`config.mk`:
```
export PLATFORM = sky130hd
export DESIGN_NAME = dbc_channel
export DESIGN_NICKNAME = d
export VERILOG_FILES = /design/src/hw/dbc_pkg.sv /design/src/hw/dbc_channel.sv
export VERILOG_INCLUDE_DIRS = /design/src /design/src/hw
export SDC_FILE = /design/constraint.sdc
export NUM_CORES = 1
export LEC_CHECK = 0
export BUFFER_PORTS_ARGS = -buffer_cell sky130_fd_sc_hd__buf_2
export CELL_PAD_IN_SITES_DETAIL_PLACEMENT = 1
export CELL_PAD_IN_SITES_GLOBAL_PLACEMENT = 1
export CORE_MARGIN = 2
export CORE_UTILIZATION = 32
export CTS_CLUSTER_DIAMETER = 200
export DETAILED_ROUTE_END_ITERATION = 8
export PLACE_DENSITY = 0.58
export SYNTH_ARGS = -nofsm -noshare
export SYNTH_HDL_FRONTEND = slang
export SYNTH_SLANG_ARGS = --single-unit
```
`constraint.sdc`:
```
create_clock -name pclk -period 8.2 [get_ports pclk]
set_input_delay 1.64 -clock pclk [delete_from_list [all_inputs] [get_ports pclk]]
set_output_delay 1.64 -clock pclk [all_outputs]
set_load 0.1 [all_outputs]
```
`src/hw/dbc_defines.svh`:
```
// register offsets, field positions and reset values of the data breakpoint channel
`ifndef DBC_DEFINES_SVH
`define DBC_DEFINES_SVH

// byte offsets within the debug register segment
`define DBC_OFF_ADDR     16'h2100
`define DBC_OFF_MASK     16'h2108
`define DBC_OFF_CTRL     16'h2118
`define DBC_OFF_VALUE    16'h2120
`define DBC_OFF_CPLX     16'h2128
`define DBC_OFF_PASS     16'h2130
`define DBC_OFF_STATUS   16'h2000
`define DBC_OFF_LOADV    16'h2FF0

// control register fields
`define DBC_C_BE         0
`define DBC_C_IVM        1
`define DBC_C_TE         2
`define DBC_C_BLM_LO     4
`define DBC_C_HWART      8
`define DBC_C_EXCL       9
`define DBC_C_RANGE_CAP  10
`define DBC_C_LOAD_SUPPRESS       12
`define DBC_C_STORE_SUPPRESS       13
`define DBC_C_BAI_LO     14

// complex control fields
`define DBC_X_CBE        9
`define DBC_X_PR_LO      10
`define DBC_X_TUP        15
`define DBC_X_TIB_LO     16

`define DBC_ZERO32       32'h0000_0000
`define DBC_ZERO16       16'h0000
`define DBC_ONE16        16'h0001
`define DBC_RESP_OK      1'b0
`define DBC_RESP_ERR     1'b1

`endif

```
`src/hw/dbc_pkg.sv`:
```
// types shared by the data breakpoint channel
package dbc_pkg;
  typedef logic [31:0] dbc_word_t;
  typedef logic [3:0]  dbc_lanes_t;
endpackage

```
`src/hw/dbc_channel.sv`:
```
// data breakpoint channel with apb register slave
//
// Our own choice: the APB interface to the registers.
`timescale 1ns/100ps
`include "dbc_defines.svh"

// Behaviour
// - set byte-ignore bit disregards accesses to that data-bus byte
// - store-suppress set: stores never satisfy the condition
// - load-suppress set: loads never satisfy the condition
// - read-only range capability bit reads as one
// - range polarity zero matches inside range, one outside; resets zero
// - match method zero uses equality-mask, one uses range; resets zero
// - byte-lane mask bit one excludes that lane from value compare
// - trigger enable makes channel a triggerpoint; resets zero
// - value invert fires when data differs from compare value
// - break enable makes channel a breakpoint; resets zero
// - 32-bit read-write compare value register
// - read-only paired instruction channel number, preset per configuration
// - tuple enable requires paired instruction match on same instruction
// - upper priming selector bits read zero
// - two-bit priming selector, zero means bypass; resets zero
// - complex enable offers channel as priming or qualifying source
// - data qualifier select and qualify bit read zero, ignore writes
// - 16-bit pass counter decrements per match, suppresses actions while nonzero
// - counter stays at zero; later matches give actions
// - actions imprecise while last counter write was nonzero
// - upper half of pass counter register reads zero
// - precise value break on load captures load data read-only
// - address mask bit one excludes address bit; zeros exact, ones any
// - channel match sets its break status bit
module dbc_channel
  import dbc_pkg::*;
#(
  parameter logic [3:0] PAIRED_INSTR = 4'h0,
  parameter int         CHAN_IDX     = 0
) (
  input  wire logic        pclk,
  input  wire logic        presetn,
  input  wire logic        psel,
  input  wire logic        penable,
  input  wire logic        pwrite,
  input  wire logic [15:0] paddr,
  input  wire logic [31:0] pwdata,
  output logic      [31:0] prdata,
  output logic             pready,
  output logic             pslverr,
  input  wire logic        ls_valid,
  input  wire logic        ls_store,
  input  wire logic [31:0] ls_addr,
  input  wire logic [3:0]  ls_byte_en,
  input  wire logic [31:0] ls_data,
  input  wire logic        instr_pair_match,
  input  wire logic        primed,
  output logic             break_req,
  output logic             trigger_req,
  output logic             break_imprecise,
  output logic             complex_match,
  output logic             complex_enable
);

  // ****************************************************************
  // registers
  // ****************************************************************
  dbc_word_t  addr_reg,  addr_next;
  dbc_word_t  mask_reg,  mask_next;
  dbc_word_t  value_reg, value_next;
  dbc_word_t  loadv_reg, loadv_next;
  dbc_lanes_t bai_reg,   bai_next;
  dbc_lanes_t blm_reg,   blm_next;
  logic store_suppress_reg, store_suppress_next, load_suppress_reg, load_suppress_next;
  logic excl_reg, excl_next, hwart_reg, hwart_next;
  logic te_reg, te_next, ivm_reg, ivm_next, be_reg, be_next;
  logic tup_reg, tup_next, cbe_reg, cbe_next;
  logic [1:0]  prsel_reg, prsel_next;
  logic [15:0] pass_reg,  pass_next;
  logic        impr_reg,  impr_next;
  logic        bs_reg,    bs_next;
  logic        brk_reg,   brk_next;
  logic        trg_reg,   trg_next;
  logic        cm_reg,    cm_next;
  logic        impo_reg,  impo_next;
  dbc_word_t   rdata_reg, rdata_next;
  logic        err_reg,   err_next;

  // ****************************************************************
  // match logic
  // ****************************************************************
  logic wr_en, rd_en, mapped;
  logic addr_eq, addr_rng, addr_ok, val_eq, val_ok, lanes_ok, dir_ok, cond;
  logic fire;
  dbc_word_t lane_bits;

  // expand a four-lane byte mask to a bit mask
  function automatic dbc_word_t lane_expand(input dbc_lanes_t l);
    lane_expand = {{8{l[3]}}, {8{l[2]}}, {8{l[1]}}, {8{l[0]}}};
  endfunction

  // apb is zero-wait; every access completes in its access phase
  assign pready = 1'b1;
  assign wr_en  = psel && penable && pwrite;
  assign rd_en  = psel && !penable && !pwrite;

  always_comb begin
    lane_bits = lane_expand(blm_reg);
    addr_eq   = ((ls_addr ^ addr_reg) & ~mask_reg) == `DBC_ZERO32;
    // range: mask register holds the upper bound, address the lower
    addr_rng  = (ls_addr >= addr_reg) && (ls_addr <= mask_reg);
    addr_ok   = hwart_reg ? (addr_rng ^ excl_reg) : addr_eq;
    val_eq    = ((ls_data ^ value_reg) & ~lane_bits) == `DBC_ZERO32;
    val_ok    = val_eq ^ ivm_reg;
    lanes_ok  = (ls_byte_en & ~bai_reg) != 4'h0;
    dir_ok    = ls_store ? !store_suppress_reg : !load_suppress_reg;
    cond      = ls_valid && lanes_ok && dir_ok && addr_ok && val_ok
                && (!tup_reg || instr_pair_match)
                && (prsel_reg == 2'b00 || primed);
    fire      = cond && (pass_reg == `DBC_ZERO16);
  end

  // ****************************************************************
  // next-state for registers, counter and outputs
  // ****************************************************************
  always_comb begin
    addr_next  = addr_reg;
    mask_next  = mask_reg;
    value_next = value_reg;
    bai_next   = bai_reg;
    blm_next   = blm_reg;
    store_suppress_next  = store_suppress_reg;
    load_suppress_next  = load_suppress_reg;
    excl_next  = excl_reg;
    hwart_next = hwart_reg;
    te_next    = te_reg;
    ivm_next   = ivm_reg;
    be_next    = be_reg;
    tup_next   = tup_reg;
    cbe_next   = cbe_reg;
    prsel_next = prsel_reg;
    impr_next  = impr_reg;
    loadv_next = loadv_reg;
    // counter decrement on each match while nonzero
    pass_next  = (cond && pass_reg != `DBC_ZERO16) ? pass_reg - `DBC_ONE16 : pass_reg;
    brk_next   = fire && be_reg;
    trg_next   = fire && te_reg;
    impo_next  = fire && impr_reg && (be_reg || te_reg);
    cm_next    = cond && cbe_reg;
    // status set wins over a software clear in the same cycle
    bs_next    = bs_reg;
    if (wr_en && paddr == `DBC_OFF_STATUS && !pwdata[CHAN_IDX]) begin
      bs_next = 1'b0;
    end
    if (cond) begin
      bs_next = 1'b1;
    end
    // precise value break on a load captures its data
    if (fire && be_reg && !ls_store && !impr_reg) begin
      loadv_next = ls_data;
    end
    if (wr_en) begin
      unique case (paddr)
        `DBC_OFF_ADDR:  addr_next  = pwdata;
        `DBC_OFF_MASK:  mask_next  = pwdata;
        `DBC_OFF_VALUE: value_next = pwdata;
        `DBC_OFF_CTRL: begin
          bai_next   = pwdata[`DBC_C_BAI_LO +: 4];
          store_suppress_next  = pwdata[`DBC_C_STORE_SUPPRESS];
          load_suppress_next  = pwdata[`DBC_C_LOAD_SUPPRESS];
          excl_next  = pwdata[`DBC_C_EXCL];
          hwart_next = pwdata[`DBC_C_HWART];
          blm_next   = pwdata[`DBC_C_BLM_LO +: 4];
          te_next    = pwdata[`DBC_C_TE];
          ivm_next   = pwdata[`DBC_C_IVM];
          be_next    = pwdata[`DBC_C_BE];
        end
        `DBC_OFF_CPLX: begin
          // qualifier fields are not stored at all
          tup_next   = pwdata[`DBC_X_TUP];
          prsel_next = pwdata[`DBC_X_PR_LO +: 2];
          cbe_next   = pwdata[`DBC_X_CBE];
        end
        `DBC_OFF_PASS: begin
          pass_next  = pwdata[15:0];
          impr_next  = pwdata[15:0] != `DBC_ZERO16;
        end
        default: begin
        end
      endcase
    end
  end

  // ****************************************************************
  // read mux, captured in setup so prdata comes from a flip-flop
  // ****************************************************************
  always_comb begin
    mapped     = 1'b1;
    rdata_next = rdata_reg;
    unique case (paddr)
      `DBC_OFF_ADDR:   rdata_next = addr_reg;
      `DBC_OFF_MASK:   rdata_next = mask_reg;
      `DBC_OFF_VALUE:  rdata_next = value_reg;
      `DBC_OFF_CTRL:   rdata_next = {14'h0000, bai_reg, store_suppress_reg, load_suppress_reg, 1'b0,
                                     1'b1, excl_reg, hwart_reg, blm_reg, 1'b0,
                                     te_reg, ivm_reg, be_reg};
      `DBC_OFF_CPLX:   rdata_next = {12'h000, PAIRED_INSTR, tup_reg, 1'b0, 2'b00,
                                     prsel_reg, cbe_reg, 9'h000};
      `DBC_OFF_PASS:   rdata_next = {`DBC_ZERO16, pass_reg};
      `DBC_OFF_STATUS: rdata_next = `DBC_ZERO32 | (32'(bs_reg) << CHAN_IDX);
      `DBC_OFF_LOADV:  rdata_next = loadv_reg;
      default: begin
        mapped     = 1'b0;
        rdata_next = `DBC_ZERO32;
      end
    endcase
    if (!rd_en) begin
      rdata_next = rdata_reg;
    end
    err_next = (psel && !penable) ? !mapped : err_reg;
  end

  // ****************************************************************
  // flip-flops; undefined-reset fields are cleared for determinism
  // ****************************************************************
  always_ff @(posedge pclk or negedge presetn) begin
    if (!presetn) begin
      addr_reg  <= `DBC_ZERO32;
      mask_reg  <= `DBC_ZERO32;
      value_reg <= `DBC_ZERO32;
      loadv_reg <= `DBC_ZERO32;
      bai_reg   <= 4'h0;
      blm_reg   <= 4'h0;
      store_suppress_reg  <= 1'b0;
      load_suppress_reg  <= 1'b0;
      excl_reg  <= 1'b0;
      hwart_reg <= 1'b0;
      te_reg    <= 1'b0;
      ivm_reg   <= 1'b0;
      be_reg    <= 1'b0;
      tup_reg   <= 1'b0;
      cbe_reg   <= 1'b0;
      prsel_reg <= 2'b00;
      pass_reg  <= `DBC_ZERO16;
      impr_reg  <= 1'b0;
      bs_reg    <= 1'b0;
      brk_reg   <= 1'b0;
      trg_reg   <= 1'b0;
      cm_reg    <= 1'b0;
      impo_reg  <= 1'b0;
      rdata_reg <= `DBC_ZERO32;
      err_reg   <= `DBC_RESP_OK;
    end else begin
      addr_reg  <= addr_next;
      mask_reg  <= mask_next;
      value_reg <= value_next;
      loadv_reg <= loadv_next;
      bai_reg   <= bai_next;
      blm_reg   <= blm_next;
      store_suppress_reg  <= store_suppress_next;
      load_suppress_reg  <= load_suppress_next;
      excl_reg  <= excl_next;
      hwart_reg <= hwart_next;
      te_reg    <= te_next;
      ivm_reg   <= ivm_next;
      be_reg    <= be_next;
      tup_reg   <= tup_next;
      cbe_reg   <= cbe_next;
      prsel_reg <= prsel_next;
      pass_reg  <= pass_next;
      impr_reg  <= impr_next;
      bs_reg    <= bs_next;
      brk_reg   <= brk_next;
      trg_reg   <= trg_next;
      cm_reg    <= cm_next;
      impo_reg  <= impo_next;
      rdata_reg <= rdata_next;
      err_reg   <= err_next;
    end
  end

  assign prdata          = rdata_reg;
  assign pslverr         = psel && penable && err_reg;
  assign break_req       = brk_reg;
  assign trigger_req     = trg_reg;
  assign break_imprecise = impo_reg;
  assign complex_match   = cm_reg;
  assign complex_enable  = cbe_reg;

  // ****************************************************************
  // assertions
  // ****************************************************************
  a_store_never_breaks: assert property (@(posedge pclk) disable iff (!presetn)
    (ls_valid && ls_store && store_suppress_reg) |=> !break_req && !trigger_req)
    else $error("store matched while store suppress set");
  a_load_never_breaks: assert property (@(posedge pclk) disable iff (!presetn)
    (ls_valid && !ls_store && load_suppress_reg) |=> !break_req && !trigger_req)
    else $error("load matched while load suppress set");
  a_break_needs_enable: assert property (@(posedge pclk) disable iff (!presetn)
    break_req |-> $past(be_reg) && $past(pass_reg) == 16'h0000)
    else $error("break without enable or with counter nonzero");
  a_trig_needs_enable: assert property (@(posedge pclk) disable iff (!presetn)
    trigger_req |-> $past(te_reg))
    else $error("trigger without trigger enable");
  a_pass_decrements: assert property (@(posedge pclk) disable iff (!presetn)
    (cond && pass_reg != 16'h0000 && !wr_en) |=> pass_reg == $past(pass_reg) - 16'h0001)
    else $error("pass counter did not decrement");
  a_pass_holds_zero: assert property (@(posedge pclk) disable iff (!presetn)
    (pass_reg == 16'h0000 && !wr_en) |=> pass_reg == 16'h0000)
    else $error("pass counter left zero");
  a_status_sets: assert property (@(posedge pclk) disable iff (!presetn)
    cond |=> bs_reg)
    else $error("status bit not set on match");
  a_imprecise_flag: assert property (@(posedge pclk) disable iff (!presetn)
    (wr_en && paddr == `DBC_OFF_PASS) |=> impr_reg == ($past(pwdata[15:0]) != 16'h0000))
    else $error("imprecise flag wrong after counter write");
  a_tuple_qualifies: assert property (@(posedge pclk) disable iff (!presetn)
    (tup_reg && !instr_pair_match) |=> !break_req && !trigger_req)
    else $error("tuple fired without paired match");
  a_capture_load: assert property (@(posedge pclk) disable iff (!presetn)
    (fire && be_reg && !ls_store && !impr_reg) |=> loadv_reg == $past(ls_data))
    else $error("load value not captured");

  // ****************************************************************
  // assertions on qualifiers and register reads
  // ****************************************************************
  a_lanes_ignored: assert property (@(posedge pclk) disable iff (!presetn)
    (ls_valid && (ls_byte_en & ~bai_reg) == 4'h0) |=> !break_req && !complex_match)
    else $error("access on ignored lanes matched");
  a_excl_inside: assert property (@(posedge pclk) disable iff (!presetn)
    (ls_valid && hwart_reg && excl_reg && ls_addr >= addr_reg && ls_addr <= mask_reg)
    |=> !break_req && !complex_match)
    else $error("exclusive range matched inside");
  a_incl_outside: assert property (@(posedge pclk) disable iff (!presetn)
    (ls_valid && hwart_reg && !excl_reg && ls_addr < addr_reg)
    |=> !break_req && !complex_match)
    else $error("inclusive range matched below the bound");
  a_mask_mismatch: assert property (@(posedge pclk) disable iff (!presetn)
    (ls_valid && !hwart_reg && ((ls_addr ^ addr_reg) & ~mask_reg) != `DBC_ZERO32)
    |=> !break_req && !complex_match)
    else $error("unmasked address bit differed but matched");
  a_lane_value: assert property (@(posedge pclk) disable iff (!presetn)
    (ls_valid && !ivm_reg && ((ls_data ^ value_reg) & ~lane_expand(blm_reg)) != `DBC_ZERO32)
    |=> !break_req && !complex_match)
    else $error("compared lane differed but matched");
  a_invert_equal: assert property (@(posedge pclk) disable iff (!presetn)
    (ls_valid && ivm_reg && ((ls_data ^ value_reg) & ~lane_expand(blm_reg)) == `DBC_ZERO32)
    |=> !break_req && !complex_match)
    else $error("inverted compare matched an equal value");
  a_prime_gate: assert property (@(posedge pclk) disable iff (!presetn)
    (ls_valid && prsel_reg != 2'b00 && !primed) |=> !break_req && !complex_match)
    else $error("unprimed channel matched");
  a_counter_blocks: assert property (@(posedge pclk) disable iff (!presetn)
    pass_reg != 16'h0000 |=> !break_req && !trigger_req)
    else $error("action while pass counter nonzero");
  a_complex_needs_cbe: assert property (@(posedge pclk) disable iff (!presetn)
    complex_match |-> $past(cbe_reg))
    else $error("complex match without complex enable");
  a_imprecise_source: assert property (@(posedge pclk) disable iff (!presetn)
    break_imprecise |-> $past(impr_reg) && (break_req || trigger_req))
    else $error("imprecise flag without action or counter write");
  a_value_written: assert property (@(posedge pclk) disable iff (!presetn)
    (wr_en && paddr == `DBC_OFF_VALUE) |=> value_reg == $past(pwdata))
    else $error("compare value not written");
  a_range_cap: assert property (@(posedge pclk) disable iff (!presetn)
    (rd_en && paddr == `DBC_OFF_CTRL) |=> prdata[`DBC_C_RANGE_CAP])
    else $error("range capability bit read zero");
  a_paired_reads: assert property (@(posedge pclk) disable iff (!presetn)
    (rd_en && paddr == `DBC_OFF_CPLX) |=> prdata[`DBC_X_TIB_LO +: 4] == PAIRED_INSTR)
    else $error("paired instruction number read wrong");
  a_cplx_zero: assert property (@(posedge pclk) disable iff (!presetn)
    (rd_en && paddr == `DBC_OFF_CPLX) |=> prdata[13:12] == 2'b00 && prdata[8:4] == 5'h00)
    else $error("read-only complex fields not zero");
  a_pass_upper: assert property (@(posedge pclk) disable iff (!presetn)
    (rd_en && paddr == `DBC_OFF_PASS) |=> prdata[31:16] == 16'h0000)
    else $error("pass counter upper half not zero");
  a_status_clear: assert property (@(posedge pclk) disable iff (!presetn)
    (wr_en && paddr == `DBC_OFF_STATUS && !pwdata[CHAN_IDX] && !cond) |=> !bs_reg)
    else $error("status bit not cleared by write of zero");

endmodule // dbc_channel

```
==> results.rst, run 1 <==
.. list-table::
   :header-rows: 1

   * - Metric
     - Value
   * - Worst clock skew
     - 0.01282 ns
   * - Final-layout fill cell count
     - 3880
   * - PnR Total Power
     - 2279 uW
   * - Cell at the root of the clock tree
     - clkbuf_16
   * - Critical Path Start
     - ls_addr[18]
   * - Routed wire length per instance
     - 23.95 um
   * - Die width
     - 190.4 um
   * - Relative max-transition margin
     - 0.1966
   * - Clock Power Share
     - 0.495
   * - Maximum ir drop on the vdd rail
     - 0.1353 mV
   * - Worst r2r src
     - addr_reg[2]
   * - Metal1 wirelength
     - 18.79 mm
   * - Routability-driven placement congestion ratio
     - 0.8317
   * - Post-detailed-route count of antenna-violating nets
     - 0
   * - Total GRT Usage
     - 0.2199
   * - Top sig layer
     - met4
   * - Number of port buffers
     - 162
   * - Cell area after synthesis
     - 11110 sq um
   * - Number of placed instances with taps included
     - 1607
   * - Residual DRC count
     - 0
   * - Final critical delay including setup and external delays
     - 6.044 ns
   * - Detailed route wirelength on metal3
     - 1.708 mm
   * - Net Switching
     - 543.6 uW
   * - Number of buffers inserted during clock tree synthesis
     - 26
   * - Startpoint-to-endpoint class of the critical path
     - input pin to flop
   * - Ranking of synthesized cells by area
     - dfrtp_1 (45%), mux2_2 (15%), ha_1 (7.4%)
   * - Total detailed-routing wirelength
     - 39.67 mm
   * - Max-cap violations
     - 0
   * - Most used cells in the layout excluding fill and tap cells
     - dfrtp_1 (202), buf_2 (161), mux2_2 (144), inv_1 (76), nand2_1 (76)
   * - Count of flip-flops with a built-in enable after synthesis
     - 0
   * - Floorplan row count
     - 68
   * - Core utilization of the finished layout
     - 0.3866
   * - Layout Cells excl Fill
     - 1656
   * - Proportion of layout cells with a drive suffix above 1
     - 0.3144
   * - Accumulated negative setup slack
     - 0 ns
   * - Sequential fraction of design power
     - 0.438
   * - Detail Route met2 WL
     - 18.44 mm
   * - Post-layout instance area
     - 13290 sq um
   * - # setup viols final
     - 0
   * - Cell internal pwr
     - 1735 uW
   * - Startpoint class of the critical path
     - input pin
   * - Number of placed I/O pins
     - 164
   * - Part of the total power dissipated in combinational logic
     - 0.067
   * - Number of hold-repair buffers added at the cts stage
     - 0
   * - Setup repair after global routing missed its margin
     - false
   * - Number of nets in the finished design
     - 1371
   * - H-tree depth
     - 1
   * - Number of optimization iterations in the first detailed-route pass
     - 6
   * - Die area
     - 36240 sq um
   * - Net count after synthesis
     - 1210
   * - Pin count of the biggest net entering global routing
     - 75
   * - Worst Hold Class
     - flop to flop
   * - Synth Instances
     - 1019
   * - Count of cells resized by post-cts repair
     - 0
   * - Initial antenna violation count
     - 2
   * - Required time reported for the critical path endpoint
     - 8.62 ns
   * - Detailed-placement wirelength estimate
     - 28.52 mm
   * - Status
     - completed
   * - Syn_area_per_cell
     - 10.91 sq um
   * - Post-synthesis register bit count
     - 202
   * - Startpoint of the lowest-slack hold path
     - prdata[9]
   * - Vertical extent of the die
     - 190.4 um
   * - Clock Tree Buf Depth
     - 3
   * - Static leakage power
     - 0.006379 uW
   * - Switching Fraction
     - 0.2385
   * - Critical-path maximum fanout
     - 17
   * - CTS tree
     - yes
   * - Starting density of the core
     - 0.3233
   * - Main synth FF type
     - dfrtp_1
   * - Library cell occupying the most area in the post-synthesis netlist
     - dfrtp_1
   * - Clock-pin slew reported for the worst setup and hold paths after clock tree synthesis
     - 0.06 ns
   * - Share of the clock period used by the worst path
     - 0.7370
   * - Register area share after synthesis
     - 0.4549
   * - Std-Cell Core Area
     - 34370 sq um
   * - Cell area after placement
     - 12440 sq um
   * - Via-to-Cell Ratio
     - 5.447
   * - Slew @ Worst Pin
     - 1.202 ns
   * - GR Overflow Total
     - 0
   * - Crit end category
     - flop
   * - Slew Viols, Final
     - 0
   * - Number of vias after detailed routing
     - 9021
   * - Area overhead of the layout relative to synthesis
     - 19.59%
   * - Power per cell area
     - 171.5 nW/um^2
   * - Most common cell after layout, fill and taps aside
     - dfrtp_1
   * - YS warnings
     - 0
   * - Number of global-route vias before repair
     - 9380
   * - Proportion of register bits with asynchronous set or reset after synthesis
     - 1.000
   * - Cell variety after synth
     - 63
   * - Clock insertion delay at the later pin of the skew report
     - 0.54 ns
   * - Multi-input combinational cell area
     - 5608 sq um
   * - DRC violation total after the first TritonRoute iteration
     - 559
   * - Seq. cell area
     - 5055 sq um
   * - Number of post-CTS setup repair buffers
     - 0
   * - Clock sink count
     - 202
   * - Post-synth top area share
     - 0.4549
   * - Final Hold Fails
     - 0
   * - Arrival time of data at the critical path endpoint
     - 6.46 ns
   * - Fmax
     - 0.1655 GHz
   * - Wire length of the first global-routing pass
     - 59.87 mm
## final timing paths
path	endpoint	slack [ns]	cells past startpoint
max	loadv_reg[9]	2.16	11
min	prdata[9]	0.47	1
max reg2reg	loadv_reg[9]	2.94	11
min reg2reg	prdata[9]	0.47	1
max in group asynchronous	mask_reg[0]	5.71	2
min in group asynchronous	mask_reg[23]	1.10	1
## cells in the mapped netlist, types with 6 or more instances
cell      number
buf_2          7
a22oi_1       22
a222oi_1       6
a21oi_1       31
a21o_1         9
ha_1          66
a221oi_1      32
dfrtp_1      202
nand4_1       22
a22o_1        21
o21ai_0       47
inv_1         76
nor4_1        21
nand2_1       76
a31oi_1       15
nor3_1         9
nand3_1       10
buf_1          8
clkbuf_1      26
nor2_1        27
o22ai_1       15
nand2b_1       6
and2_1         6
xor2_1        32
mux2_2       144
and4_1         7
## power by group through the flow
stage               clock network (uW)  registers, uW  logic, uW
finish                            1130            998        153
global route                      1190            998        170
CTS                               1150            998        155
detailed placement                   0           1020        154
global placement                     0           1020        153
floorplan                            0           1020       54.2
## cell families (layout without fill, tap and decap cells)
group                      Yosys count  in the layout  share of synthesized area
and+or+nand+nor                    226            226                     0.1127
adders and majority gates           66             66                    0.07431
muxes                              144            144                     0.1459
buffers and inverters              119            299                    0.04199
other                                1              3                  0.0003374
AOI/OAI and AO/OA                  225            225                     0.1415
DFF                                202            202                     0.4549
xor gates and xnor gates            36             36                    0.02837
## layer usage
layer | vias up | GRT usage
met5 | - | 0
met4 | 0 | 0.05128
met3 | 37 | 0.02484
met2 | 224 | 0.3603
met1 | 4633 | 0.3107
li1 | 4127 | -
## critical path: stages
cell and delay (ns):
buf_2 0.12, ha_1 0.36, o22ai_1 0.11, nor4_1 0.53
and4_1 0.31, o21ai_0 0.14, nor2_1 0.61, nor3b_2 0.68
nand4_1 1.01, buf_4 0.58, mux2_2 0.32
## final cells by class
| type | count | area share |
|---|---|---|
| multi-input combinational | 698 | 0.4220 |
| sequential | 202 | 0.3803 |
| timing repair buffer | 176 | 0.06957 |
| clock buffer | 41 | 0.05931 |
| tap | 455 | 0.04284 |
| inverter | 76 | 0.02146 |
| clock inverter | 6 | 0.004142 |
| antenna | 2 | 0.0003766 |
## metrics by stage
stage               hold slack, ns  setup slack (ns)
finish                      0.4711             2.156
global placement            0.4582             1.675
detailed placement          0.4600             1.554
global route                0.5016             1.892
floorplan                   0.4623             3.981
CTS                         0.4731             2.149
(Power assumes the default switching activity.)
==> run 2, diff against run 1 <==
Settings changed: ABC_AREA set to 1, PLACE_DENSITY 0.58 to 0.61.
Clock period 8.2 ns to 5.6 ns, I/O delays scaled along.
==> run 2 against run 1 <==
- non-clock buffer count down 2
- clock skew down 0.0012 ns
- combinational power up 59%
- via count up 20%
- largest power group unchanged
- synthesized area up 5.2%
- cell area up 3.6%
- critical endpoint is now loadv_reg[5]
- critical path depth up 4
- routed wire length up 10%
==> results.rst, run 2 <==
.. list-table::
   :header-rows: 1

   * - Metric
     - Value
   * - Count of cells resized by post-cts repair
     - 0 (unchanged)
   * - Required time reported for the critical path endpoint
     - 6.02 ns (-2.60 ns)
   * - Synth Instances
     - 1530 (+50%)
   * - Number of global-route vias before repair
     - 11300 (+20%)
   * - Ranking of synthesized cells by area
     - dfrtp_1 (43%), nand2_1 (13%), o21ai_0 (7.2%)
   * - Syn_area_per_cell
     - 7.642 sq um (-30%)
   * - Routability-driven placement congestion ratio
     - 0.8677 (+4.3%)
   * - Pin count of the biggest net entering global routing
     - 82 (+9.3%)
   * - Arrival time of data at the critical path endpoint
     - 4.20 ns (-2.26 ns)
   * - Depth of the worst register-to-register path
     - 15 (+4)
   * - Number of port buffers
     - 162 (unchanged)
   * - Die width
     - 195.2 um (+2.5%)
   * - Final-layout fill cell count
     - 4530 (+17%)
   * - Bufs and invs on worst path
     - 1 (-1)
   * - Fmax
     - 0.2642 GHz
   * - Post-synth top area share
     - 0.4323 (-0.02254)
   * - Critical-path maximum fanout
     - 34 (+17)
   * - Accumulated negative setup slack
     - 0 ns (unchanged)
   * - CTS tree
     - yes
   * - DRC violation total after the first TritonRoute iteration
     - 525 (-6.1%)
   * - Setup repair after global routing missed its margin
     - false
   * - Residual DRC count
     - 0 (unchanged)
   * - Final Hold Fails
     - 0 (unchanged)
   * - WHS Endpoint
     - loadv_reg[14]
   * - Hold Path Depth
     - 2 (+1)
   * - Adder-cell share of the synthesized area
     - 0.07063 (-0.003682)
   * - Cell area after placement
     - 12950 sq um (+4.1%)
   * - Static leakage power
     - 0.006673 uW (+4.6%)
   * - H-tree depth
     - 1 (unchanged)
   * - Multi-input combinational cell area
     - 5589 sq um (-0.33%)
   * - Top cell by count, worst path
     - nand2_1
   * - Register area share after synthesis
     - 0.4323 (-0.02254)
   * - Count of flip-flops with a built-in enable after synthesis
     - 0 (unchanged)
   * - Cell area after synthesis
     - 11690 sq um (+5.2%)
   * - Proportion of register bits with asynchronous set or reset after synthesis
     - 1.000 (unchanged)
   * - # setup viols final
     - 0 (unchanged)
   * - Core utilization of the finished layout
     - 0.3798 (-0.006869)
   * - Total detailed-routing wirelength
     - 43.63 mm (+10%)
   * - List of most frequent post-synthesis cells
     - nand2_1 (419), inv_1 (212), dfrtp_1 (202)
   * - Clock sink count
     - 202 (unchanged)
   * - Fin worst setup slack
     - 1.815 ns (-0.3418 ns)
   * - Endpoint of the worst-slack reg-to-reg timing path
     - loadv_reg[5]
   * - Most frequent cell after synthesis
     - nand2_1
   * - Via-to-Cell Ratio
     - 5.021 (-7.8%)
   * - Seq. cell area
     - 5055 sq um (unchanged)
   * - Worst Hold Class
     - flop to flop
   * - YS warnings
     - 0 (unchanged)
   * - Clock-pin slew reported for the worst setup and hold paths after clock tree synthesis
     - 0.06 ns (about the same)
   * - Post-layout instance area
     - 13770 sq um (+3.6%)
   * - Reg2reg setup slack
     - 2.09 ns (-0.85 ns)
   * - Number of buffers inserted during clock tree synthesis
     - 25 (-3.8%)
   * - Proportion of layout cells with a drive suffix above 1
     - 0.1366 (-0.1778)
   * - Share of the clock period used by the worst path
     - 0.6760
   * - Final critical delay including setup and external delays
     - 3.785 ns
   * - Startpoint class of the critical path
     - input pin
   * - Number of nets in the finished design
     - 1864 (+36%)
   * - Wire length of the first global-routing pass
     - 67.03 mm (+12%)
   * - Max-cap violations
     - 0 (unchanged)
   * - GR Overflow Total
     - 0 (unchanged)
   * - Net count after synthesis
     - 1721 (+42%)
   * - Number of placed I/O pins
     - 164 (unchanged)
   * - Main combinational cell family by area after synthesis
     - simple AND/OR/NAND/NOR gates
   * - Clock Tree Buf Depth
     - 3 (unchanged)
   * - Critical Path Slowest Stage Cell
     - nor2_4
   * - Crit end category
     - flop
   * - Floorplan row count
     - 70 (+2.9%)
   * - Compound-cell area share of the yosys netlist
     - 0.1401 (-0.001447)
   * - DP Worst Slack
     - 1.318 ns (-0.2362 ns)
   * - Number of post-CTS setup repair buffers
     - 0 (unchanged)
   * - Post-detailed-route count of antenna-violating nets
     - 0 (unchanged)
   * - Xor/xnor cell area share of the yosys netlist
     - 0.03446 (+0.006085)
   * - Most common cell after layout, fill and taps aside
     - nand2_1
   * - PnR Total Power
     - 3331 uW (+46%)
   * - Worst r2r src
     - addr_reg[21]
   * - Slew @ Worst Pin
     - 1.149 ns (-0.05340 ns)
   * - Multiplexer share of the synthesized area
     - 0 (-0.1459)
   * - Area overhead of the layout relative to synthesis
     - 17.77%
   * - Startpoint of the lowest-slack hold path
     - loadv_reg[14]
   * - Starting density of the core
     - 0.3225 (-0.0008472)
   * - Startpoint-to-endpoint class of the critical path
     - input pin to flop
   * - Main synth FF type
     - dfrtp_1
   * - Number of hold-repair buffers added at the cts stage
     - 0 (unchanged)
   * - Post-synthesis register bit count
     - 202 (unchanged)
   * - Slew Viols, Final
     - 0 (unchanged)
   * - Power per cell area
     - 241.9 nW/um^2 (+41%)
   * - Synth Area in Simple Gates
     - 0.2310 (+0.1183)
   * - Total GRT Usage
     - 0.2302 (+0.01032)
   * - Most used cells in the layout excluding fill and tap cells
     - nand2_1 (415), inv_1 (212), dfrtp_1 (202), o21ai_0 (169), buf_2 (161)
   * - Library cell occupying the most area in the post-synthesis netlist
     - dfrtp_1
   * - Status
     - completed
   * - Detailed-placement wirelength estimate
     - 33.21 mm (+16%)
   * - Number of vias after detailed routing
     - 10860 (+20%)
   * - Worst path cell trace
     - buf_2, ha_1, o22ai_1, nor3_1, nand2_1, nor2_1, nand2_1, a21oi_1, nand2_1, nor2_4, nand3_4, nor2_8, nand2_4, nand2_1, nand2_1
   * - Clock insertion delay at the later pin of the skew report
     - 0.54 ns (about the same)
   * - Cell variety after synth
     - 37 (-41%)
   * - Worst clock skew
     - 0.01164 ns (-0.001187 ns)
   * - Number of optimization iterations in the first detailed-route pass
     - 5 (-1)
   * - Relative max-transition margin
     - 0.2313 (+0.03462)
   * - Die area
     - 38080 sq um (+5.1%)
   * - Initial antenna violation count
     - 6 (+4)
   * - Top delay family on crit path
     - simple AND/OR/NAND/NOR gates
   * - Cell at the root of the clock tree
     - clkbuf_16
   * - Std-Cell Core Area
     - 36260 sq um (+5.5%)
   * - Routed wire length per instance
     - 20.18 um (-16%)
   * - Peak per-stage delay on the critical path
     - 0.43 ns (-0.58 ns)
   * - Vertical extent of the die
     - 195.2 um (+2.5%)
   * - Maximum ir drop on the vdd rail
     - 0.2016 mV (+49%)
==> run 2: worst max-delay path by stage <==
stage / slack, ns / depth (start not counted) / start / end
after floorplan: 1.26 / 2 / penable / pslverr
after global placement: 1.41 / 15 / ls_addr[23] / loadv_reg[13]
after detailed placement: 1.32 / 15 / ls_addr[23] / loadv_reg[10]
after CTS: 1.84 / 15 / ls_addr[23] / loadv_reg[5]
after global routing: 1.61 / 15 / ls_addr[21] / loadv_reg[5]
final: 1.81 / 15 / ls_addr[23] / loadv_reg[5]
==> run 2: area by class of cell <==
type | count | share of cell area
Antenna cell | 3 | 0.0005452
Clock inverter | 10 | 0.006178
Sequential cell | 202 | 0.3671
Inverter | 214 | 0.05833
Multi-Input combinational cell | 1056 | 0.4059
Tap cell | 468 | 0.04252
Clock buffer | 35 | 0.05252
Timing Repair Buffer | 174 | 0.06696
==> run 2: where the power goes <==
part,total [uW],internal [uW],switching [uW]
registers,1460,1460,0.305
clock network,1630,945,680
logic,244,82.1,162
==> run 2: logic make-up (layout without fill, tap and decap cells) <==
group / after synthesis / count (layout)
compound gates: 302 / 302
xor+xnor: 46 / 46
fa+ha+maj: 66 / 66
buf+inv: 272 / 433
flops: 202 / 202
other cells: 1 / 4
simple gates: 641 / 641
==> run 2: metal layers <==
layer  part of all wire  vias up  GRT usage
met5            0.00089        -          0
met4              0.025        6    0.05598
met2               0.50      227     0.4122
met1               0.42     5273     0.2870
li1                   -     5291          -
met3              0.050       58    0.04059
==> run 2: worst min-delay path, delay by kind of cell, from the launching register on <==
family / cells / cell delay, ns
DFF: 1 / 0.34
and+or+nand+nor: 2 / 0.10
==> run 2: through the flow <==
step / hold WS [ns] / instances
global placement: 0.4544 / 2114
detailed placement: 0.4580 / 2114
global route: 0.4925 / 2161
floorplan: 0.4419 / 1530
finish: 0.4706 / 2162
CTS: 0.4731 / 2159
==> run 3, diff against run 2 <==
Settings changed: PLACE_DENSITY 0.61 to 0.64.
Clock period 5.6 ns to 3.25 ns, I/O delays scaled along.
==> run 3 against run 2 <==
- largest power group unchanged
- largest cell class unchanged
- sequential cell count stayed put
- register-to-register slack worse by 1.6 ns
- final cell count is 0.79% higher
- cell area is 1.6% higher
- combinational power is 74% higher
==> results.rst, run 3 (synthesis gave the netlist of run 2 again) <==
.. list-table::
   :header-rows: 1

   * - Metric
     - Value
   * - Count of cells resized by post-cts repair
     - 0 (unchanged)
   * - Accumulated negative setup slack
     - 0 ns (unchanged)
   * - Share of the clock period used by the worst path
     - 0.8579
   * - Clock-pin slew reported for the worst setup and hold paths after clock tree synthesis
     - 0.06 ns (about the same)
   * - Worst Hold Class
     - input pin to async pin
   * - Die width
     - 195.2 um (unchanged)
   * - Startpoint class of the critical path
     - flop
   * - Relative max-transition margin
     - 0.3775 (+0.1462)
   * - Total GRT Usage
     - 0.2332 (+0.003067)
   * - CTS tree
     - yes
   * - Fmax
     - 0.3587 GHz
   * - Number of global-route vias before repair
     - 11690 (+3.5%)
   * - Part of the total power dissipated in combinational logic
     - 0.073 (about the same)
   * - Arrival time of data at the critical path endpoint
     - 3.20 ns (-1.00 ns)
   * - Residual DRC count
     - 0 (unchanged)
   * - Startpoint-to-endpoint class of the critical path
     - flop to flop
   * - Detailed-placement wirelength estimate
     - 33.67 mm (+1.4%)
   * - Clock sink count
     - 202 (unchanged)
   * - Crit end category
     - flop
   * - Critical-path maximum fanout
     - 32 (-5.9%)
   * - Routed wire length per instance
     - 20.18 um (about the same)
   * - Area overhead of the layout relative to synthesis
     - 19.60%
   * - Starting density of the core
     - 0.3225 (unchanged)
   * - Wire length of the first global-routing pass
     - 68.09 mm (+1.6%)
   * - Core utilization of the finished layout
     - 0.3857 (+0.005901)
   * - H-tree depth
     - 1 (unchanged)
   * - Number of hold-repair buffers added at the cts stage
     - 0 (unchanged)
   * - Static leakage power
     - 0.006794 uW (+1.8%)
   * - Floorplan row count
     - 70 (unchanged)
   * - Pin count of the biggest net entering global routing
     - 69 (-16%)
   * - Reg2reg setup slack
     - 0.46 ns (-1.63 ns)
   * - Power per cell area
     - 415.2 nW/um^2 (+72%)
   * - Via-to-Cell Ratio
     - 5.041 (+0.40%)
   * - Number of placed I/O pins
     - 164 (unchanged)
   * - Clock Power Share
     - 0.493 (+0.005)
   * - Worst clock skew
     - 0.01517 ns (+0.003532 ns)
   * - Setup repair after global routing missed its margin
     - false
   * - Number of optimization iterations in the first detailed-route pass
     - 5 (unchanged)
   * - Status
     - completed
   * - Worst r2r src
     - addr_reg[31]
   * - Number of post-CTS setup repair buffers
     - 0 (unchanged)
   * - Number of port buffers
     - 162 (unchanged)
   * - Most common cell after layout, fill and taps aside
     - nand2_1
   * - Number of buffers inserted during clock tree synthesis
     - 25 (unchanged)
   * - Number of placed instances with taps included
     - 2133 (+0.90%)
   * - Final critical delay including setup and external delays
     - 2.788 ns
   * - Depth of the worst register-to-register path
     - 15 (unchanged)
   * - Number of nets in the finished design
     - 1883 (+1.0%)
   * - Max-cap violations
     - 0 (unchanged)
   * - Maximum ir drop on the vdd rail
     - 0.3565 mV (+77%)
   * - Clock insertion delay at the later pin of the skew report
     - 0.54 ns (about the same)
   * - # setup viols final
     - 0 (unchanged)
   * - Std-Cell Core Area
     - 36260 sq um (unchanged)
   * - Proportion of layout cells with a drive suffix above 1
     - 0.1444 (+0.007839)
   * - Final-layout fill cell count
     - 4497 (-0.73%)
   * - Post-detailed-route count of antenna-violating nets
     - 0 (unchanged)
   * - Initial antenna violation count
     - 5 (-1)
   * - Most used cells in the layout excluding fill and tap cells
     - nand2_1 (415), inv_1 (212), dfrtp_1 (202), o21ai_0 (169), buf_2 (161)
   * - DRC violation total after the first TritonRoute iteration
     - 628 (+20%)
   * - Cell internal pwr
     - 4396 uW (+77%)
   * - Total detailed-routing wirelength
     - 43.98 mm (+0.81%)
   * - Endpoint of the worst-slack reg-to-reg timing path
     - loadv_reg[1]
   * - Required time reported for the critical path endpoint
     - 3.66 ns (-2.36 ns)
   * - Cell at the root of the clock tree
     - clkbuf_16
   * - Sequential fraction of design power
     - 0.434 (-0.005)
   * - Switching Fraction
     - 0.2430 (-0.01004)
   * - Slew Viols, Final
     - 0 (unchanged)
   * - Final Hold Fails
     - 0 (unchanged)
   * - Slew @ Worst Pin
     - 0.9252 ns (-0.2238 ns)
   * - Clock Tree Buf Depth
     - 3 (unchanged)
   * - Net Switching
     - 1411 uW (+67%)
   * - Layout Cells excl Fill
     - 2179 (+0.79%)
   * - Number of vias after detailed routing
     - 10980 (+1.2%)
   * - Die area
     - 38080 sq um (unchanged)
   * - Vertical extent of the die
     - 195.2 um (unchanged)
   * - Routability-driven placement congestion ratio
     - 0.8595 (-0.95%)
   * - GR Overflow Total
     - 0 (unchanged)
run 3: cell types whose count changed in the layout (fill, tap and decap cells not counted), moves of 2 or more:
cell | previous run | this run
buf_12 | 1 | 5
buf_4 | 11 | 26
clkbuf_1 | 4 | 7
diode_2 | 3 | 1
clkinv_2 | 6 | 2
run 3: worst max path at each step:
stage                             from            end  cells after the start
after floorplan                penable        pslverr                      2
after global placement     ls_addr[31]  loadv_reg[16]                     15
after detailed placement   ls_addr[31]   loadv_reg[1]                     15
after CTS                 addr_reg[31]   loadv_reg[1]                     15
after global routing      addr_reg[31]  loadv_reg[18]                     15
final                     addr_reg[31]   loadv_reg[1]                     15
run 3: metal layers:
layer / vias up / wire [um] / share of wire / track usage
met5: - / 43 / 0.00098 / 0
met4: 6 / 1691 / 0.038 / 0.08058
met3: 77 / 1932 / 0.044 / 0.02971
met2: 282 / 21400 / 0.49 / 0.4042
met1: 5306 / 18910 / 0.43 / 0.3000
li1: 5313 / - / - / -
run 3: critical path: stages, from the launching register on:
cell and delay (ns):
dfrtp_1 0.35, inv_1 0.06, ha_1 0.32, nand2_1 0.09, nor2_1 0.18, nand4_1 0.18, a21oi_1 0.18, nor2_1 0.09
nand2_1 0.11, nand3_1 0.12, nand3_4 0.22, nand3_4 0.14, nor2_8 0.13, nand2_4 0.25, nand2_1 0.16, nand2_1 0.07
run 3: layout make-up:
| type | instances | area [sq um] | share of cell area |
|---|---|---|---|
| Timing Repair Buffer | 193 | 1115 | 0.07972 |
| Clock inverter | 6 | 86.33 | 0.006173 |
| Clock buffer | 39 | 748.2 | 0.05350 |
| Multi-Input combinational cell | 1056 | 5589 | 0.3997 |
| Tap cell | 468 | 585.6 | 0.04187 |
| Inverter | 214 | 803.3 | 0.05744 |
| Antenna cell | 1 | 2.502 | 0.0001789 |
| Sequential cell | 202 | 5055 | 0.3615 |
run 3: per-stage QoR:
step,setup WS [ns],hold slack (ns),area (sq um),power [uW]
after floorplan,0.6895,0.3544,11700,2739
after global placement,0.2123,0.4543,13150,2984
after detailed placement,0.07246,0.4585,13150,2995
after CTS,0.4390,0.1494,13980,5882
after global routing,0.2425,0.1485,13980,6033
final,0.4620,0.1111,13980,5807
run 3: power by group through the flow:
stage / clock network, uW / logic (uW) / registers, uW
after global placement: 0 / 421 / 2560
after detailed placement: 0 / 432 / 2560
after global routing: 3040 / 477 / 2520
after floorplan: 0 / 175 / 2560
final: 2870 / 424 / 2520
after CTS: 2930 / 434 / 2520
